==> config.mk <==
export PLATFORM = sky130hd
export DESIGN_NAME = psl_top
export DESIGN_NICKNAME = d
export VERILOG_FILES = /design/src/inc/psl_pkg.sv /design/src/core/psl_top.sv
export SDC_FILE = /design/constraint.sdc
export NUM_CORES = 1
export LEC_CHECK = 0
export BUFFER_PORTS_ARGS = -buffer_cell sky130_fd_sc_hd__clkbuf_2
export CAP_MARGIN = 20
export CORE_UTILIZATION = 58
export CTS_CLUSTER_DIAMETER = 200
export DETAILED_ROUTE_END_ITERATION = 8
export PLACE_DENSITY = 0.86
export SKIP_LAST_GASP = 1
export SYNTH_ARGS = -nofsm -noshare
export SYNTH_HDL_FRONTEND = slang
export SYNTH_SLANG_ARGS = --single-unit
==> constraint.sdc <==
create_clock -name core_clk_i -period 2.8 [get_ports core_clk_i]
set_clock_uncertainty 0.15 [all_clocks]
set_input_delay 0 -clock core_clk_i [delete_from_list [all_inputs] [get_ports core_clk_i]]
set_output_delay 0 -clock core_clk_i [all_outputs]
set_load 0.01 [all_outputs]
==> src/inc/psl_pkg.sv <==
// Constants for the strap loader and link mode configuration block.
// Assumes a 200 MHz core clock and a classic Wishbone register bus.
`default_nettype none
package psl_pkg;
  // Register word indices, byte address is four times the index
  localparam logic [7:0] IDX_CONFIG_ONE = 8'h09;
  localparam logic [7:0] IDX_INT_MASK = 8'h12;
  localparam logic [7:0] IDX_INT_STATUS = 8'h13;
  localparam logic [7:0] IDX_CONFIG_FOUR = 8'h31;
  localparam logic [7:0] IDX_STRAP_CTRL = 8'h40;
  localparam logic [7:0] IDX_LINK_STATUS = 8'h41;
  // config_one fields
  localparam int F_TEST_LO = 13;
  localparam int F_LINK_DROP = 7;
  // config_four fields
  localparam int F_MIRROR = 0;
  localparam int F_SPEED_OPT = 1;
  localparam int F_ENHANCED = 2;
  localparam int F_THRESH_LO = 4;
  // Strap override control fields
  localparam int F_OVR_EN = 15;
  localparam int F_SW_RESET = 14;
  localparam int F_OVR_ADDR_LO = 0;
  localparam int F_OVR_ANEG = 5;
  localparam int F_OVR_MDIX = 6;
  localparam int F_OVR_HD = 7;
  // Interrupt status bits
  localparam int I_LINK = 0;
  localparam int I_DOWNSHIFT = 1;
  localparam int I_TEST = 2;
  // Reset values
  localparam logic [2:0] THRESH_DEFAULT = 3'h4;
  localparam logic [15:0] ZERO16 = 16'h0000;
  // Settle count reached once the synchroniser pipe is full
  localparam logic [1:0] SETTLE_LAST = 2'h3;
  // Strap windows in thousandths of io_supply, lower and upper bounds
  localparam logic [9:0] LVL_M1_MAX = 10'h062;
  localparam logic [9:0] LVL_M2_MIN = 10'h08C;
  localparam logic [9:0] LVL_M2_MAX = 10'h0BF;
  localparam logic [9:0] LVL_M3_MIN = 10'h0E1;
  localparam logic [9:0] LVL_M3_MAX = 10'h11C;
  localparam logic [9:0] LVL_M4_MIN = 10'h2B6;
  localparam logic [9:0] LVL_M4_MAX = 10'h378;
  // Decoded strap codes
  localparam logic [1:0] MODE1 = 2'h0;
  localparam logic [1:0] MODE2 = 2'h1;
  localparam logic [1:0] MODE3 = 2'h2;
  localparam logic [1:0] MODE4 = 2'h3;
  // Link speeds
  typedef enum logic [1:0] {SPD_10, SPD_100, SPD_1000} psl_speed_t;
endpackage
`default_nettype wire

==> src/core/psl_top.sv <==
// Strap loader and link mode configuration: straps, downshift, mirror, test modes.
// Assumes strap levels arrive digitised in thousandths of io_supply, asynchronous.
// Summary of operation
// - Downshift to 100M after failed gigabit attempts
// - Failure threshold programmable, default four
// - Enhanced: one failure without C/D energy
// - Fall to 10M when 100M also fails
// - Speed optimisation from strap or register
// - 10/100 mirror maps A-D, B-C
// - Gigabit mirror maps A-D, B-C, C-B, D-A
// - Mirror from strap or config_four bit
// - Mirror inverts each remapped pair polarity
// - Interrupt sources selected by mask, status
// - Host selects test mode in config_one
// - Test mode drives pattern and clock out
// - Sample straps at power-up and hard reset
// - Software reset reloads latched strap values
// - Four levels decode to two bits
// - Levels classified against supply-relative windows
// - Straps give address, autoneg, crossover, duplex
// - Register writes override strapped values
// - config_one bit 7 forces link drop
//
// Our own choice: register access over Wishbone.
`timescale 1ns/10ps
`default_nettype none
module psl_top #(
  parameter int LVL_W = 10
) (
  // Clock, reset, enable
  input wire logic core_clk_i,
  input wire logic resetn_i,
  input wire logic clk_en_i,
  // Strap levels, thousandths of io_supply
  input wire logic [LVL_W-1:0] receive_data_line0_lvl_i,
  input wire logic [LVL_W-1:0] receive_data_line2_lvl_i,
  input wire logic [LVL_W-1:0] receive_data_line4_lvl_i,
  input wire logic [LVL_W-1:0] receive_data_line5_lvl_i,
  input wire logic [LVL_W-1:0] speed_opt_lvl_i,
  input wire logic [LVL_W-1:0] mirror_lvl_i,
  // Link side status, same clock
  input wire logic attempt_fail_i,
  input wire logic link_up_i,
  input wire logic energy_cd_i,
  input wire logic mdix_i,
  input wire logic [3:0] tx_pair_p_i,
  input wire logic [3:0] tx_pair_n_i,
  input wire logic test_pattern_i,
  input wire logic test_clk_i,
  // Wishbone slave
  input wire logic wb_cyc_i,
  input wire logic wb_stb_i,
  input wire logic wb_we_i,
  input wire logic [9:0] wb_adr_i,
  input wire logic [3:0] wb_sel_i,
  input wire logic [31:0] wb_dat_i,
  output logic [31:0] wb_dat_o,
  output logic wb_ack_o,
  // Configuration outputs
  output logic [4:0] phy_address_o,
  output logic autoneg_select_bit1_o,
  output logic force_mdix_o,
  output logic half_duplex_enable_o,
  output logic [1:0] speed_o,
  output logic link_drop_o,
  output logic [2:0] test_mode_o,
  output logic [3:0] mdi_p_o,
  output logic [3:0] mdi_n_o,
  output logic clk_out_o,
  output logic int_o
);
  localparam int NS = 6;
  // Synchroniser stages per strap
  logic [LVL_W-1:0] s1 [NS];
  logic [LVL_W-1:0] s2 [NS];
  logic [LVL_W-1:0] s3 [NS];
  logic [LVL_W-1:0] lvl_in [NS];
  // Latched strap codes, captured once per hard reset
  logic [1:0] strap [NS];
  logic strap_done;
  logic [1:0] settle;
  // Registers
  logic [15:0] config_one;
  logic [15:0] interrupt_mask_control;
  logic [15:0] interrupt_status;
  logic [15:0] config_four;
  logic [15:0] strap_ctrl;
  // Downshift state
  logic [2:0] fail_cnt;
  logic gig_failed;
  logic link_q;
  // Bus decode
  logic wb_req;
  logic wb_wr;
  logic [7:0] idx;
  logic sw_reset;
  logic [2:0] ev;
  logic spd_en;
  logic mir_en;
  logic stages_agree; // Stages two and three hold the same level
  assign lvl_in[0] = receive_data_line0_lvl_i;
  assign lvl_in[1] = receive_data_line2_lvl_i;
  assign lvl_in[2] = receive_data_line4_lvl_i;
  assign lvl_in[3] = receive_data_line5_lvl_i;
  assign lvl_in[4] = speed_opt_lvl_i;
  assign lvl_in[5] = mirror_lvl_i;
  // Classify a level against supply windows; gaps fall to nearest lower mode
  function automatic logic [1:0] decode_lvl(input logic [LVL_W-1:0] v);
    if (v >= LVL_W'(psl_pkg::LVL_M4_MIN))
      return psl_pkg::MODE4;
    if (v >= LVL_W'(psl_pkg::LVL_M3_MIN))
      return psl_pkg::MODE3;
    if (v >= LVL_W'(psl_pkg::LVL_M2_MIN))
      return psl_pkg::MODE2;
    return psl_pkg::MODE1;
  endfunction
  // Three-stage synchroniser, first stage read only by the second
  always_ff @(posedge core_clk_i or negedge resetn_i)
  begin
    if (!resetn_i)
    begin
      s1 <= '{default: '0};
      s2 <= '{default: '0};
      s3 <= '{default: '0};
    end
    else if (clk_en_i)
    begin
      s1 <= lvl_in;
      s2 <= s1;
      s3 <= s2;
    end
  end
  // A level counts only once the last two stages agree; a slow edge just waits
  always_comb
  begin
    stages_agree = 1'b1;
    for (int i = 0; i < NS; i++)
      if (s2[i] != s3[i])
        stages_agree = 1'b0;
  end
  // Capture straps once after hard reset release, then hold
  always_ff @(posedge core_clk_i or negedge resetn_i)
  begin
    if (!resetn_i)
    begin
      strap_done <= 1'b0;
      settle <= 2'h0;
      strap <= '{default: psl_pkg::MODE1};
    end
    else if (clk_en_i && !strap_done)
    begin
      // Wait for pipeline fill, then require stage agreement
      if (settle != psl_pkg::SETTLE_LAST)
        settle <= settle + 2'h1;
      else if (stages_agree)
      begin
        strap_done <= 1'b1;
        for (int i = 0; i < NS; i++)
          strap[i] <= decode_lvl(s3[i]);
      end
    end
  end
  // Wishbone decode: single-cycle ack, word addressed
  assign idx = wb_adr_i[9:2];
  assign wb_req = wb_cyc_i && wb_stb_i && !wb_ack_o;
  assign wb_wr = wb_req && wb_we_i;
  assign sw_reset = wb_wr && idx == psl_pkg::IDX_STRAP_CTRL && wb_sel_i[1]
                    && wb_dat_i[psl_pkg::F_SW_RESET];
  // Ack and read data
  always_ff @(posedge core_clk_i or negedge resetn_i)
  begin
    if (!resetn_i)
    begin
      wb_ack_o <= 1'b0;
      wb_dat_o <= '0;
    end
    else if (clk_en_i)
    begin
      wb_ack_o <= wb_req;
      if (wb_req && !wb_we_i)
      begin
        unique case (idx)
          psl_pkg::IDX_CONFIG_ONE: wb_dat_o <= {16'h0000, config_one};
          psl_pkg::IDX_INT_MASK: wb_dat_o <= {16'h0000, interrupt_mask_control};
          psl_pkg::IDX_INT_STATUS: wb_dat_o <= {16'h0000, interrupt_status};
          psl_pkg::IDX_CONFIG_FOUR: wb_dat_o <= {16'h0000, config_four};
          psl_pkg::IDX_STRAP_CTRL: wb_dat_o <= {16'h0000, strap_ctrl};
          psl_pkg::IDX_LINK_STATUS: wb_dat_o <= {24'h000000, fail_cnt, speed_o,
                                                 strap_done, link_q, gig_failed};
          // Unmapped reads return zero
          default: wb_dat_o <= '0;
        endcase
      end
    end
  end
  // Byte-lane write helper for 16-bit registers; upper lanes have no storage
  function automatic logic [15:0] lane_wr(input logic [15:0] old, input logic [31:0] d,
                                          input logic [3:0] sel);
    return {sel[1] ? d[15:8] : old[15:8], sel[0] ? d[7:0] : old[7:0]};
  endfunction
  // Writable registers; software reset reloads strap-derived fields
  always_ff @(posedge core_clk_i or negedge resetn_i)
  begin
    if (!resetn_i)
    begin
      config_one <= psl_pkg::ZERO16;
      interrupt_mask_control <= psl_pkg::ZERO16;
      config_four <= {9'h000, psl_pkg::THRESH_DEFAULT, 4'h0};
      strap_ctrl <= psl_pkg::ZERO16;
    end
    else if (clk_en_i)
    begin
      if (sw_reset)
      begin
        // Latched straps reappear; pins are not resampled
        config_one <= psl_pkg::ZERO16;
        config_four <= {9'h000, psl_pkg::THRESH_DEFAULT, 4'h0};
        strap_ctrl <= psl_pkg::ZERO16;
      end
      else if (wb_wr)
      begin
        unique case (idx)
          psl_pkg::IDX_CONFIG_ONE: config_one <= lane_wr(config_one, wb_dat_i, wb_sel_i);
          psl_pkg::IDX_INT_MASK:
            interrupt_mask_control <= lane_wr(interrupt_mask_control, wb_dat_i, wb_sel_i);
          psl_pkg::IDX_CONFIG_FOUR: config_four <= lane_wr(config_four, wb_dat_i, wb_sel_i);
          psl_pkg::IDX_STRAP_CTRL: strap_ctrl <= lane_wr(strap_ctrl, wb_dat_i, wb_sel_i);
          default: ;
        endcase
      end
    end
  end
  // Effective enables: strap or register
  assign spd_en = strap[4][1] || config_four[psl_pkg::F_SPEED_OPT];
  assign mir_en = strap[5][1] || config_four[psl_pkg::F_MIRROR];
  // Strap-derived configuration, replaced when override is set
  always_ff @(posedge core_clk_i or negedge resetn_i)
  begin
    if (!resetn_i)
    begin
      phy_address_o <= '0;
      autoneg_select_bit1_o <= 1'b0;
      force_mdix_o <= 1'b0;
      half_duplex_enable_o <= 1'b0;
    end
    else if (clk_en_i)
    begin
      if (strap_ctrl[psl_pkg::F_OVR_EN])
      begin
        phy_address_o <= strap_ctrl[psl_pkg::F_OVR_ADDR_LO +: 5];
        autoneg_select_bit1_o <= strap_ctrl[psl_pkg::F_OVR_ANEG];
        force_mdix_o <= strap_ctrl[psl_pkg::F_OVR_MDIX];
        half_duplex_enable_o <= strap_ctrl[psl_pkg::F_OVR_HD];
      end
      else
      begin
        phy_address_o <= {strap[2][0], strap[1], strap[0]};
        autoneg_select_bit1_o <= strap[2][1];
        force_mdix_o <= strap[3][1];
        half_duplex_enable_o <= strap[3][0];
      end
    end
  end
  // Downshift: count consecutive gigabit failures, then step down
  always_ff @(posedge core_clk_i or negedge resetn_i)
  begin
    if (!resetn_i)
    begin
      fail_cnt <= '0;
      gig_failed <= 1'b0;
      speed_o <= psl_pkg::SPD_1000;
      link_q <= 1'b0;
    end
    else if (clk_en_i)
    begin
      link_q <= link_up_i;
      if (!spd_en)
      begin
        fail_cnt <= '0;
        gig_failed <= 1'b0;
        speed_o <= psl_pkg::SPD_1000;
      end
      else if (link_up_i)
        fail_cnt <= '0;
      else if (attempt_fail_i)
      begin
        if (speed_o == psl_pkg::SPD_1000)
        begin
          // Enhanced mode skips the count when pairs C/D are dead
          if ((config_four[psl_pkg::F_ENHANCED] && !energy_cd_i) ||
              fail_cnt + 3'h1 >= config_four[psl_pkg::F_THRESH_LO +: 3])
          begin
            speed_o <= psl_pkg::SPD_100;
            gig_failed <= 1'b1;
            fail_cnt <= '0;
          end
          else
            fail_cnt <= fail_cnt + 3'h1;
        end
        else if (speed_o == psl_pkg::SPD_100 && gig_failed)
          speed_o <= psl_pkg::SPD_10;
      end
    end
  end
  // Interrupt events: link change, failed attempt above 10M with speed optimisation, any config_one write
  assign ev[psl_pkg::I_LINK] = link_up_i != link_q;
  assign ev[psl_pkg::I_DOWNSHIFT] = spd_en && attempt_fail_i && speed_o != psl_pkg::SPD_10;
  assign ev[psl_pkg::I_TEST] = wb_wr && idx == psl_pkg::IDX_CONFIG_ONE;
  // Status clears on read; a same-cycle event still sets
  always_ff @(posedge core_clk_i or negedge resetn_i)
  begin
    if (!resetn_i)
    begin
      interrupt_status <= psl_pkg::ZERO16;
      int_o <= 1'b0;
    end
    else if (clk_en_i)
    begin
      if (wb_req && !wb_we_i && idx == psl_pkg::IDX_INT_STATUS)
        interrupt_status <= {13'h0000, ev};
      else
        interrupt_status <= interrupt_status | {13'h0000, ev};
      int_o <= |(interrupt_status & interrupt_mask_control);
    end
  end
  // Media pins: test pattern, mirror with polarity swap, link drop
  always_ff @(posedge core_clk_i or negedge resetn_i)
  begin
    if (!resetn_i)
    begin
      mdi_p_o <= '0;
      mdi_n_o <= '0;
      clk_out_o <= 1'b0;
      test_mode_o <= '0;
      link_drop_o <= 1'b0;
    end
    else if (clk_en_i)
    begin
      test_mode_o <= config_one[psl_pkg::F_TEST_LO +: 3];
      link_drop_o <= config_one[psl_pkg::F_LINK_DROP];
      clk_out_o <= (config_one[psl_pkg::F_TEST_LO +: 3] != 3'h0) ? test_clk_i : 1'b0;
      if (config_one[psl_pkg::F_LINK_DROP])
      begin
        mdi_p_o <= '0;
        mdi_n_o <= '0;
      end
      else if (config_one[psl_pkg::F_TEST_LO +: 3] != 3'h0)
      begin
        mdi_p_o <= {4{test_pattern_i}};
        mdi_n_o <= {4{!test_pattern_i}};
      end
      else if (mir_en && speed_o == psl_pkg::SPD_1000)
      begin
        // Full reversal A..D, wires p/n swapped
        mdi_p_o <= {tx_pair_n_i[0], tx_pair_n_i[1], tx_pair_n_i[2], tx_pair_n_i[3]};
        mdi_n_o <= {tx_pair_p_i[0], tx_pair_p_i[1], tx_pair_p_i[2], tx_pair_p_i[3]};
      end
      else if (mir_en)
      begin
        // Only A and B carry data at 10/100, regardless of mdix
        mdi_p_o <= {tx_pair_n_i[0], tx_pair_n_i[1], 2'h0};
        mdi_n_o <= {tx_pair_p_i[0], tx_pair_p_i[1], 2'h0};
      end
      else
      begin
        mdi_p_o <= tx_pair_p_i;
        mdi_n_o <= tx_pair_n_i;
      end
    end
  end
  // Assertions
  a_strap_hold: assert property (@(posedge core_clk_i) disable iff (!resetn_i)
    strap_done |=> $stable(strap[0]) && $stable(strap[5])) else $error("strap changed");
  a_link_clear: assert property (@(posedge core_clk_i) disable iff (!resetn_i)
    clk_en_i && link_up_i |=> fail_cnt == 3'h0) else $error("fail count not cleared on link");
  a_to_ten: assert property (@(posedge core_clk_i) disable iff (!resetn_i)
    clk_en_i && spd_en && attempt_fail_i && !link_up_i && speed_o == psl_pkg::SPD_100
    && gig_failed |=> speed_o == psl_pkg::SPD_10) else $error("no step to 10M");
  a_drop_quiet: assert property (@(posedge core_clk_i) disable iff (!resetn_i)
    clk_en_i && config_one[psl_pkg::F_LINK_DROP] |=> mdi_p_o == 4'h0 && link_drop_o)
    else $error("link not dropped");
  a_mirror_gig: assert property (@(posedge core_clk_i) disable iff (!resetn_i)
    clk_en_i && mir_en && speed_o == psl_pkg::SPD_1000 && !config_one[psl_pkg::F_LINK_DROP]
    && config_one[psl_pkg::F_TEST_LO +: 3] == 3'h0
    |=> mdi_p_o[3] == $past(tx_pair_n_i[0]) && mdi_n_o[3] == $past(tx_pair_p_i[0]))
    else $error("gigabit mirror wrong");
  a_int_gate: assert property (@(posedge core_clk_i) disable iff (!resetn_i)
    clk_en_i && (interrupt_status & interrupt_mask_control) == 16'h0000 |=> !int_o)
    else $error("masked interrupt raised");
  a_sw_keep: assert property (@(posedge core_clk_i) disable iff (!resetn_i)
    sw_reset && clk_en_i |=> strap_ctrl == 16'h0000 && $stable(strap[1]))
    else $error("soft reset resampled");
  a_test_mode: assert property (@(posedge core_clk_i) disable iff (!resetn_i)
    clk_en_i |=> test_mode_o == $past(config_one[psl_pkg::F_TEST_LO +: 3]))
    else $error("test mode not followed");
endmodule // psl_top
`default_nettype wire

==> flow_results.org, run 1 <==
** Synth
- Counting flops and latches in the post-synthesis netlist gives 306.
- Most frequent cells after synthesis :: 304 x sky130_fd_sc_hd__dfrtp_1, 190 x sky130_fd_sc_hd__mux2_2, 94 x sky130_fd_sc_hd__nand2_1
- Among all flip-flop cells after synthesis, the most frequent one is sky130_fd_sc_hd__dfrtp_1.
- The cell count after synthesis came out at between 1000 and 1500.
- Largest area contributor in the netlist :: sky130_fd_sc_hd__dfrtp_1
- Number of enable flip-flop cells after synthesis :: 0
- The share of the Yosys chip area taken by registers is 56.7%.
- Warning count from the yosys run :: 0
- Mean instance size in the synthesized netlist :: ~13 µm²
- Post-synthesis cell area :: 0.0135 mm²
- Area share of the leading cell type in the synthesized netlist :: 56.3%
- Sorting the synthesized cells by area gives the leading types as sky130_fd_sc_hd__dfrtp_1 56%, sky130_fd_sc_hd__mux2_2 16%, sky130_fd_sc_hd__nand2_1 2.6%, sky130_fd_sc_hd__xor2_1 1.9%, sky130_fd_sc_hd__o21ai_0 1.8%.
- Most common cell in the synthesized netlist :: sky130_fd_sc_hd__dfrtp_1
- Library cells used by synthesis :: 66
- After synthesis, the share of flip-flops with an asynchronous set or reset is 100%.

** Setup path
- Critical-path cell list :: and3b_1, and3_1, nand3_1, mux2_2, dlygate4sd3_1
- STA classifies the critical path endpoint as a register.
- Worst path slowest cell :: sky130_fd_sc_hd__dlygate4sd3_1
- The worst setup path is of the register to register kind.
- Worst setup slack for register-to-register paths :: roughly 0.096 ns
- At the worst endpoint, the required time is 3.08 ns.
- Critical Path Start Type :: register
- Crit path max fanout :: 8
- Biggest cell delay along the critical path :: around 0.57 ns
- Data arrival time at the worst-slack endpoint :: ~3.0 ns

** Clock tree
- Root Buffer Master :: sky130_fd_sc_hd__clkbuf_16
- Clk sinks :: 306
- Clock tree synthesis inserted a total of 31 buffers.
- TritonCTS clock tree :: yes
- Clock-pin slew was measured on the worst setup and hold paths at 0.07 ns.
- After clock tree synthesis, the setup repair step added 0 buffers.
- Clock latency on the worst-skew pair, taken at its later pin, is 0.56 ns.
- CTS built an H-tree with a depth of 1.
- Buffers from clock root to sink, at most :: 3

** Min path
- Class of the tightest hold or removal check :: primary input to register

** Pwr
- For this design the ratio of total power to cell area is 664 mW/mm².
- Leakage power of the design :: between 7 and 8 nW
- IR analysis of the VDD net gives a maximum drop of 691 µV.
- Overall power :: roughly 11 mW

** Floorplan
- Initial cell density of the core :: roughly three fifths
- Number of rows in the core area :: 55
- Core area :: 0.0228 mm²
- Top-level port count :: 183
- The die is 155 µm tall.
- The die is 155 µm wide.
- The die covers 0.0239 mm².

** Global routing
- Total GRT Usage :: 28.6%
- Entering global routing, the biggest net connects 177 pins.
- Initial antenna violation count :: 1
- Vias in the first global route :: between 10000 and 15000
- Summed over all layers, the global routing overflow is 0.
- The first global-routing pass estimated 53800 µm of wire.

** Route
- The detailed router placed 9795 vias in this run.
- Final WL :: 33200 µm
- In the routed design, unresolved DRC markers number 0.
- In this run, the number of DRC markers left after iteration 0 of detailed routing was 881.
- DR pass1 iterations :: 6
- After detailed routing, the number of vias per cell comes to 5.82.
- The count of nets left with antenna violations once routing finished came out at 0.
- Post-DR wirelength/cell :: 19.7 µm

** Timing
- Maximum clock frequency :: 0.370 GHz
- Fin. Hold Viols :: 0
- Of the available clock period, the critical path in the final layout requires 96.6%.
- The worst pin sits at a relative slew slack of between 30% and 40%.
- At the pin with the least slew margin, the transition time is 0.966 ns.
- The number of slew-limit violations in the final report is 0.
- Total Neg Setup Slack :: 0 ns
- Setup violations remaining at the end of the flow were counted as 0.
- Unrepaired setup endpoints after global routing :: false
- Min cycle time layout :: 2.70 ns

** Place
- Number of instances in the placed design :: 1505
- After detailed placement, the total cell area comes to roughly 0.015 mm².
- Buffers placed on the I/O ports in this run total 145.
- Detailed placer's ending HPWL :: 20400 µm
- Weighted congestion at the end of routability-driven global placement :: between 0.8 and 0.9

** Layout
- The count of cells in the finished layout, fillers not included, comes to 1684.
- Layout cells sized above 1 :: between 30% and 40%
- Relative to the synthesized area, the layout overhead comes to 24.8%.
- Layout Utilization :: 74.1%
- Cell area after layout :: 0.0169 mm²
- Nets :: 1476

** Run status
- Run status :: finished, final reports clean

** Flow run
- Max-cap check violation count :: 0
## final timing paths
| path | from | endpoint | cells after the start |
|---|---|---|---|
| setup / recovery | wb_ack_o | interrupt_mask_control[7] | 5 |
| hold / removal | tx_pair_p_i[1] | mdi_p_o[1] | 4 |
| setup reg to reg | wb_ack_o | interrupt_mask_control[7] | 5 |
| hold reg to reg | interrupt_mask_control[8] | interrupt_mask_control[8] | 1 |
| max in group asynchronous | resetn_i | wb_dat_o[12] | 4 |
| min in group asynchronous | resetn_i | wb_dat_o[5] | 3 |
## stage by stage
step / setup WS [ns] / hold slack, ns
floorplan: 0.646 / -0.446
global placement: 0.466 / -0.102
detailed placement: 0.446 / -0.0970
CTS: 0.146 / 0.0214
global route: 0.00231 / 0.0648
finish: 0.0965 / 0.0583
## layout make-up
class                           count  area, µm²
Tap cell                          313        392
Fill cell                        1442       5900
Clock inverter                     10        181
Multi-Input combinational cell    692       5470
Inverter                           31        116
Sequential cell                   306       7660
Clock buffer                       48        940
Timing Repair Buffer              283       2120
Antenna cell                        1       2.50
## per-layer routing
metal / global-route usage, % / vias to the layer above / part of all wire [%]
li1: - / 4376 / -
met1: 36.2 / 4869 / 40
met2: 50.1 / 448 / 51
met3: 3.81 / 102 / 5.7
met4: 10.8 / 0 / 3.9
met5: 0 / - / 0
## power breakdown
part / internal (mW) / switching (mW) / leakage [nW]
registers: 4.85 / 0.434 / 3.83
clock network: 2.76 / 1.71 / 0.549
logic: 0.758 / 0.699 / 3.48
## logic make-up after synthesis
kind of cell | after synthesis | share of synthesized area (%)
flip-flops | 306 | 56.7
other | 1 | 0.0277
AO/OA/AOI/OAI | 186 | 9.08
adder cells (fa/ha/maj) | 5 | 0.463
AND/OR/NAND/NOR | 202 | 7.59
XOR/XNOR | 46 | 2.98
buffers and inverters | 95 | 3.39
multiplexers | 237 | 19.8
## sequential cells by signal, indices dropped and copies added (netlist names), 2 cells and up
signal / count
settle: 2
mdi_p_o: 4
s1: 60
interrupt_status: 3
mdi_n_o: 4
wb_dat_o: 16
config_one: 16
strap: 10
s3: 60
interrupt_mask_control: 16
phy_address_o: 5
config_four: 16
strap_ctrl: 16
fail_cnt: 3
s2: 60
test_mode_o: 3
speed_o: 2
## repair_timing
| action | 4_1_cts | 5_1_grt |
|---|---|---|
| hold buffers | 120 | 0 |
| endpoints found under the setup margin | 0 | 3 |
| resized for setup | 0 | 2 |
| endpoints found under the hold margin | 466 | 0 |
## cells in the final DEF, fill, tap and decap left out, types with 4 or more instances in the layout
cell / n
sky130_fd_sc_hd__mux2_2: 190
sky130_fd_sc_hd__clkbuf_8: 11
sky130_fd_sc_hd__a222oi_1: 9
sky130_fd_sc_hd__inv_1: 26
sky130_fd_sc_hd__a21oi_1: 30
sky130_fd_sc_hd__dfrtp_1: 304
sky130_fd_sc_hd__nand2b_1: 4
sky130_fd_sc_hd__and2_1: 10
sky130_fd_sc_hd__nor3_1: 4
sky130_fd_sc_hd__bufinv_16: 5
sky130_fd_sc_hd__ha_1: 5
sky130_fd_sc_hd__xor2_1: 30
sky130_fd_sc_hd__buf_4: 15
sky130_fd_sc_hd__mux2_4: 9
sky130_fd_sc_hd__clkbuf_16: 31
sky130_fd_sc_hd__nor4_2: 4
sky130_fd_sc_hd__xnor2_1: 16
sky130_fd_sc_hd__conb_1: 16
sky130_fd_sc_hd__o21ai_1: 23
sky130_fd_sc_hd__inv_2: 4
sky130_fd_sc_hd__nand3_1: 10
sky130_fd_sc_hd__nand2_1: 94
sky130_fd_sc_hd__nor2b_1: 5
sky130_fd_sc_hd__dlygate4sd3_1: 120
sky130_fd_sc_hd__nor2_1: 26
sky130_fd_sc_hd__a22o_1: 18
sky130_fd_sc_hd__mux2i_1: 18
sky130_fd_sc_hd__nor4_1: 11
sky130_fd_sc_hd__o22ai_1: 9
sky130_fd_sc_hd__a22oi_1: 5
sky130_fd_sc_hd__nand4_1: 7
sky130_fd_sc_hd__mux2_1: 20
sky130_fd_sc_hd__a221oi_1: 5
sky130_fd_sc_hd__clkbuf_1: 7
sky130_fd_sc_hd__and3_1: 5
sky130_fd_sc_hd__clkbuf_2: 143
sky130_fd_sc_hd__o21ai_0: 49
sky130_fd_sc_hd__a221o_1: 9
## critical path, delay by kind of cell, from the launching register on
kind | cells | cell delay [ns]
flops | 1 | 0.39
mux | 1 | 0.40
buf+inv | 1 | 0.57
simple gates | 3 | 1.06
Power figures use the tool's default switching activity.
==> run 2: changes to the inputs <==
--- a/config.mk
+++ b/config.mk
@@ -7,8 +7,9 @@
 export LEC_CHECK = 0
 export BUFFER_PORTS_ARGS = -buffer_cell sky130_fd_sc_hd__clkbuf_2
 export CAP_MARGIN = 20
+export CORE_ASPECT_RATIO = 0.75
 export CORE_UTILIZATION = 58
-export CTS_CLUSTER_DIAMETER = 200
+export CTS_CLUSTER_DIAMETER = 60
 export DETAILED_ROUTE_END_ITERATION = 8
 export PLACE_DENSITY = 0.86
 export SKIP_LAST_GASP = 1
==> constraint.sdc (replaced) <==
create_clock -name core_clk_i -period 2.8 [get_ports core_clk_i]
set_clock_uncertainty 0.15 [all_clocks]
set_input_delay 0.56 -clock core_clk_i [delete_from_list [all_inputs] [get_ports core_clk_i]]
set_output_delay 0.56 -clock core_clk_i [all_outputs]
set_load 0.01 [all_outputs]
==> flow_results.org, run 2 (synthesized netlist as in run 1, its figures left out) <==
** Route
- Top sig layer :: met4
- Dividing the detail-routed wire length by the instance count gives 19.8 µm.
- Detailed routing placed a total of 13900 µm of wire on met2.
- Across all layers, the routed design uses 9239 vias.
- DR pass1 iterations :: 5
- Post-Route M1 WL :: 13500 µm
- Remaining DRCs :: 0
- Final antenna-violating net count :: 0
- After the first detailed-routing iteration, the DRC count stood at 834.
- Final WL :: 30500 µm
- Average via count per standard cell :: about 6.0
- The routed design uses 2460 µm of met3 wire.

** Floorplan
- For this configuration, the core starts out at a cell density of 60.2%.
- Horizontal die dimension :: 178 µm
- In this run the standard cell core region covers 0.0225 mm².
- From bottom edge to top edge, the die measures 134 µm.
- Top-level port count :: 183
- Area of the die :: 0.0239 mm²
- Number of rows in the core area :: 47

** Clock tree
- Setup bufs post-CTS :: 0
- Count of H-tree levels built during CTS :: 1
- Clock transition at the register clock pins on the worst setup and hold paths after CTS :: about 0.060 ns
- Hold buffer count at CTS :: 1
- Clk sinks :: 306
- TritonCTS clock tree :: yes
- Counting along the longest clock path gives a buffer depth of 3.
- In this run the clock root is driven by a sky130_fd_sc_hd__clkbuf_16.
- TritonCTS created 29 clock buffers.
- Post_cts resized :: 0
- The clock reaches the later pin of the worst-skew pair after 0.54 ns.

** Setup path
- Worst path slowest cell :: sky130_fd_sc_hd__dfrtp_1
- For the worst setup path, the data required time is 3.07 ns.
- The critical path goes through xnor2_1, nand4_1, nor4_2, nand4_1, nor4_2, buf_4, mux2_2.
- Data arrival time at the worst-slack endpoint :: 2.91 ns
- Worst Path Class, Setup :: register to register
- For flop-to-flop paths, the worst setup slack is 0.16 ns.
- Nature of the critical path endpoint :: register
- In this design, the stage delay of the slowest critical-path cell is 0.42 ns.
- Along the worst path, the maximum fanout reaches 11.
- Critical Path Start Type :: register

** Timing
- For the pin with the worst max-slew slack, the measured transition is 0.747 ns.
- Final setup violation count :: 0
- Worst rel slew slack :: about half
- The final critical path takes up 94.4% of the cycle.
- The number of failing hold endpoints at the final stage came to 0.
- Hold Slack :: 0.101 ns
- Based on the critical path, the design can be clocked at up to about 0.38 GHz.
- Unrepaired setup endpoints after global routing :: false
- The number of slew-limit violations in the final report was 0.
- Min cycle time layout :: ~2.6 ns
- Total Neg Setup Slack :: 0 ns

** Pwr
- Summed over all nets, the switching power comes to 2.71 mW.
- Registers are responsible for 48.8% of the overall power.
- In this run the static leakage power is 7.30 nW.
- In this run switching power makes up 25.1% of total power.
- Combinational logic burns between 10 and 15% of the power.
- Part of the power in the clock network :: 39.0%
- Worst voltage drop across the vdd grid :: 503 µV
- For this design the ratio of total power to cell area is between 600 and 700 mW/mm².
- Internal power comes to 8.11 mW.

** Place
- Weighted congestion at the end of routability-driven global placement :: 0.923
- Summed over all nets, the half-perimeter wirelength after detailed placement is approximately 21000 µm.
- In this run the tool buffered the top-level ports with 145 buffer cells.
- In this run, placement finished with an instance count of 1489.

** Min path
- Class of the tightest hold or removal check :: primary input to register

** Layout
- The library cells used most frequently in the layout, excluding fill and tap cells, are 304 x sky130_fd_sc_hd__dfrtp_1, 190 x sky130_fd_sc_hd__mux2_2, 143 x sky130_fd_sc_hd__clkbuf_2.
- The layout has 1546 filler cells.
- Registers take 0.00766 mm².
- In the final layout, the share of cells above drive strength 1 is 34.6%.
- The largest registers in the layout are s1 (60), s2 (60), s3 (60).
- After the flow finishes, the layout carries non-filler instances totaling around 1500.
- Leaving out fill and tap cells, the most frequent cell in the layout is sky130_fd_sc_hd__dfrtp_1.
- Multi-input gate area in the final layout :: 0.00546 mm²
- At the end of the flow, the number of nets in the layout was 1358.
- Compared with the post-synthesis result, the final layout area differs by 15.4%.

** Global routing
- Global routing used 26.6% of the available tracks across all layers.
- After global routing the overflow that remains totals 0.
- The first global-routing pass estimated about 50000 µm of wire.
- The initial antenna violation count was 1.
- The number of global-route vias before repair came to 9389.
- Largest net degree at the start of global routing :: 155

** Run status
- The run finished with clean final reports.

** Flow run
- Across the run, the number of max-cap violations was 0.
## run 2: cell types whose count changed in the layout (fill, tap and decap cells not counted), sizes merged
| cell | change |
|---|---|
| clkinv | +1 |
| buf | +3 |
| inv | -1 |
| bufinv | +1 |
| dlygate4sd3 | -119 |
| clkbuf | -8 |
## run 2: stage by stage
step / setup slack (ns) / util (%) / power (mW) / cell area [µm²]
4_1_cts: 0.222 / 69.4 / 10.9 / 15600
3_3_place_gp: 0.337 / 64.8 / 6.56 / 14600
2_1_floorplan: 0.558 / - / 6.08 / 13600
6_report: 0.157 / 69.5 / 10.8 / 15600
5_1_grt: 0.0135 / 69.5 / 11.2 / 15600
3_5_place_dp: 0.248 / 64.8 / 6.63 / 14600
## run 2: layout make-up
| cell class | count | share of cell area [%] |
|---|---|---|
| diodes | 1 | 0.0160 |
| well taps | 294 | 2.36 |
| clock inverters | 11 | 1.33 |
| multi-input cells | 692 | 35.0 |
| inverters | 31 | 0.746 |
| clock buffers | 40 | 5.30 |
| flip-flops and latches | 306 | 49.1 |
| repair buffers | 167 | 6.17 |
## run 2: per-layer routing
layer	global-route usage, %	up-vias
met5	0	-
met4	7.02	0
met3	5.61	57
met2	40.8	369
met1	38.5	4679
li1	-	4134
## run 2: worst paths after layout
kind	depth (start not counted)	end	startpoint
max in group asynchronous	3	s1[53]	resetn_i
worst min-delay path	3	clk_out_o	test_clk_i
worst min register to register	2	s2[43]	s1[43]
worst max register to register	7	strap[4]	s3[29]
min in group asynchronous	2	s1[8]	resetn_i
worst max-delay path	7	strap[4]	s3[29]
## run 2: power groups by stage
stage / clock network [mW] / logic, mW / registers [mW]
4_1_cts: 4.30 / 1.32 / 5.27
2_1_floorplan: 0 / 0.861 / 5.22
3_3_place_gp: 0 / 1.25 / 5.31
3_5_place_dp: 0 / 1.29 / 5.34
6_report: 4.22 / 1.32 / 5.28
5_1_grt: 4.45 / 1.44 / 5.34
## run 2: worst max-delay path, delay by kind of cell, from the launching register on
kind          cells  cell delay, ns
flops             1            0.42
simple gates      4            0.95
xor+xnor          1            0.36
buf+inv           1            0.28
mux               1            0.35
==> run 3: changes to the inputs <==
--- a/config.mk
+++ b/config.mk
@@ -8,10 +8,11 @@
 export BUFFER_PORTS_ARGS = -buffer_cell sky130_fd_sc_hd__clkbuf_2
 export CAP_MARGIN = 20
 export CORE_ASPECT_RATIO = 0.75
-export CORE_UTILIZATION = 58
+export CORE_UTILIZATION = 60
 export CTS_CLUSTER_DIAMETER = 60
 export DETAILED_ROUTE_END_ITERATION = 8
-export PLACE_DENSITY = 0.86
+export PLACE_DENSITY = 0.89
+export RECOVER_POWER = 50
 export SKIP_LAST_GASP = 1
 export SYNTH_ARGS = -nofsm -noshare
 export SYNTH_HDL_FRONTEND = slang
==> constraint.sdc (replaced) <==
create_clock -name core_clk_i -period 3.35 [get_ports core_clk_i]
set_clock_uncertainty 0.15 [all_clocks]
set_input_delay 0.67 -clock core_clk_i [delete_from_list [all_inputs] [get_ports core_clk_i]]
set_output_delay 0.67 -clock core_clk_i [all_outputs]
set_load 0.01 [all_outputs]
==> flow_results.org, run 3 (synthesized netlist as in run 1, its figures left out) <==
** Run status
- The run finished, with violations left.
- Violated checks :: design-rule violations, max-capacitance violations, max-slew violations

** Layout
- Largest registers :: s1 (60), s2 (60), s3 (60)
- Nets :: 1353
- Commonest cells after routing, fill and taps aside :: 304 x sky130_fd_sc_hd__dfrtp_1, 190 x sky130_fd_sc_hd__mux2_2, 145 x sky130_fd_sc_hd__clkbuf_2
- Number of diodes :: 0
- Area Overhead vs Synth :: 14.3%
- Cell area after layout :: 0.0155 mm²
- Leaving out fill and tap cells, the most frequent cell in the layout is sky130_fd_sc_hd__dfrtp_1.
- The post-route netlist has between 30% and 40% of its cells at a drive strength greater than 1.

** Floorplan
- Top-level port count :: around 180
- Measured along the x axis, the die boundary spans 175 µm.
- Y dimension of the die :: 132 µm
- Initial cell density of the core :: approximately three fifths
- Core area :: about 0.022 mm²
- The die covers about 0.023 mm².
- After floorplanning, the core was divided into 47 placement rows.

** Setup path
- STA puts the critical path data required time at roughly 3.6 ns.
- Data arrival time at the worst-slack endpoint :: approximately 3.1 ns
- Nature of the critical path endpoint :: register
- Critical Path Start Type :: primary input
- Along the worst path, the maximum fanout reaches between 90 and 100.
- By startpoint and endpoint, the worst setup path is classified as primary input to register.

** Place
- IO Port Bufs :: 145
- At the end of routability-driven placement, the weighted congestion stood at 0.935.
- Instance area after placement :: 0.0145 mm²
- After legalization and detailed placement, the total HPWL measured 20600 µm.

** Timing
- Final cycle utilization of the critical path :: between 80% and 90%
- Fin. Hold Viols :: 0
- The tightest hold path in the finished design has a slack of slightly below 0.2 ns.
- Unrepaired setup endpoints after global routing :: false
- For this run, the top clock speed supported by timing is about 0.36 GHz.
- Worst rel slew slack :: -43.3%
- Worst slew pin tran :: 2.15 ns
- Min cycle time layout :: around 2.8 ns
- Adding up every negative setup slack in the final design gives 0 ns.
- Final setup violation count :: 0
- Final Max Tran Viols :: 100

** Clock tree
- TritonCTS built the clock tree.
- The number of clock buffers added by TritonCTS is 29.
- Clock Latency Late Sink :: 0.55 ns
- CTS built an H-tree with a depth of 1.
- Clock transition at the register clock pins on the worst setup and hold paths after CTS :: ~0.06 ns
- Buffers from clock root to sink, at most :: 3
- Clk sinks :: just over 300
- The number of setup buffers added after CTS is 0.
- Root Buffer Master :: sky130_fd_sc_hd__clkbuf_16

** Route
- In this run the remaining antenna-violating nets after routing total 0.
- Initial DRC Count :: roughly 930
- Post-DR wirelength/cell :: 19.7 µm
- Final WL :: 30300 µm
- Summing over every cut layer, the via total after detailed routing is 9201.
- In the routed design, unresolved DRC markers number 2.
- Average via count per standard cell :: between 5 and 6
- DR pass1 iterations :: 7

** Flow run
- Across the run, the number of max-cap violations was 1.

** Global routing
- The initial antenna violation count is 0.
- Global routing consumed, over all layers together, 26.8% of the routing resources.
- Entering global routing, the biggest net connects 146 pins.
- The number of global-route vias before repair came to 9323.
- After global routing the overflow that remains totals 0.
- The first global-routing pass estimated 49100 µm of wire.

** Min path
- The min-delay analysis places its worst path in the category primary input to register.

** Pwr
- Leakage power of the design :: 7.24 nW
- Overall power :: 8.86 mW
- Power density of the placed cells :: 573 mW/mm²
- The worst-case IR drop observed on VDD is 446 µV.
## run 3: area by class of cell
| type | count | area (µm²) |
|---|---|---|
| Inverter | 31 | 116 |
| Tap cell | 294 | 368 |
| Clock inverter | 8 | 119 |
| Fill cell | 1468 | 6590 |
| Timing Repair Buffer | 162 | 885 |
| Sequential cell | 306 | 7660 |
| Multi-Input combinational cell | 692 | 5460 |
| Clock buffer | 44 | 852 |
## run 3: final timing paths
check,start,cells after the start,slack (ns),endpoint
worst max-delay path,clk_en_i,3,0.55,s3[33]
worst min-delay path,test_clk_i,3,0.20,clk_out_o
worst max register to register,s3[29],7,0.68,strap[4]
worst min register to register,s2[57],2,0.32,s3[57]
max in group asynchronous,resetn_i,3,0.71,wb_dat_o[1]
min in group asynchronous,resetn_i,2,0.54,s1[10]
## run 3: power breakdown
| part | leakage, nW | total, mW | switching [mW] | internal (mW) |
|---|---|---|---|---|
| Combinational | 2.93 | 1.11 | 0.559 | 0.546 |
| Sequential | 3.83 | 4.42 | 0.361 | 4.06 |
| Clock | 0.480 | 3.34 | 1.36 | 1.98 |
## run 3: critical path: stages
cell and delay (ns):
sky130_fd_sc_hd__clkbuf_1 0.27, sky130_fd_sc_hd__clkbuf_2 1.56, sky130_fd_sc_hd__mux2_2 0.46
## run 3: through the flow
step / util, % / cells / worst slack [ns]
2_1_floorplan: - / 1093 / 0.998
3_3_place_gp: 65.8 / 1484 / 0.565
3_5_place_dp: 65.8 / 1484 / 0.434
4_1_cts: 70.3 / 1537 / 0.790
5_1_grt: 70.1 / 1537 / 0.334
6_report: 70.1 / 1537 / 0.553
## run 3: metal layers
metal,track usage [%],vias to the layer above,part of all wire [%]
met3,4.90,78,7.6
met2,41.3,435,46
met5,0,-,0
met1,39.3,4573,44
li1,-,4115,-
met4,7.78,0,3.1
## run 3: timing repair
action,4_1_cts,5_1_grt
resized for setup,0,0
endpoints found under the setup margin,0,0
hold buffers,1,0
hold endpoints to repair,69,0
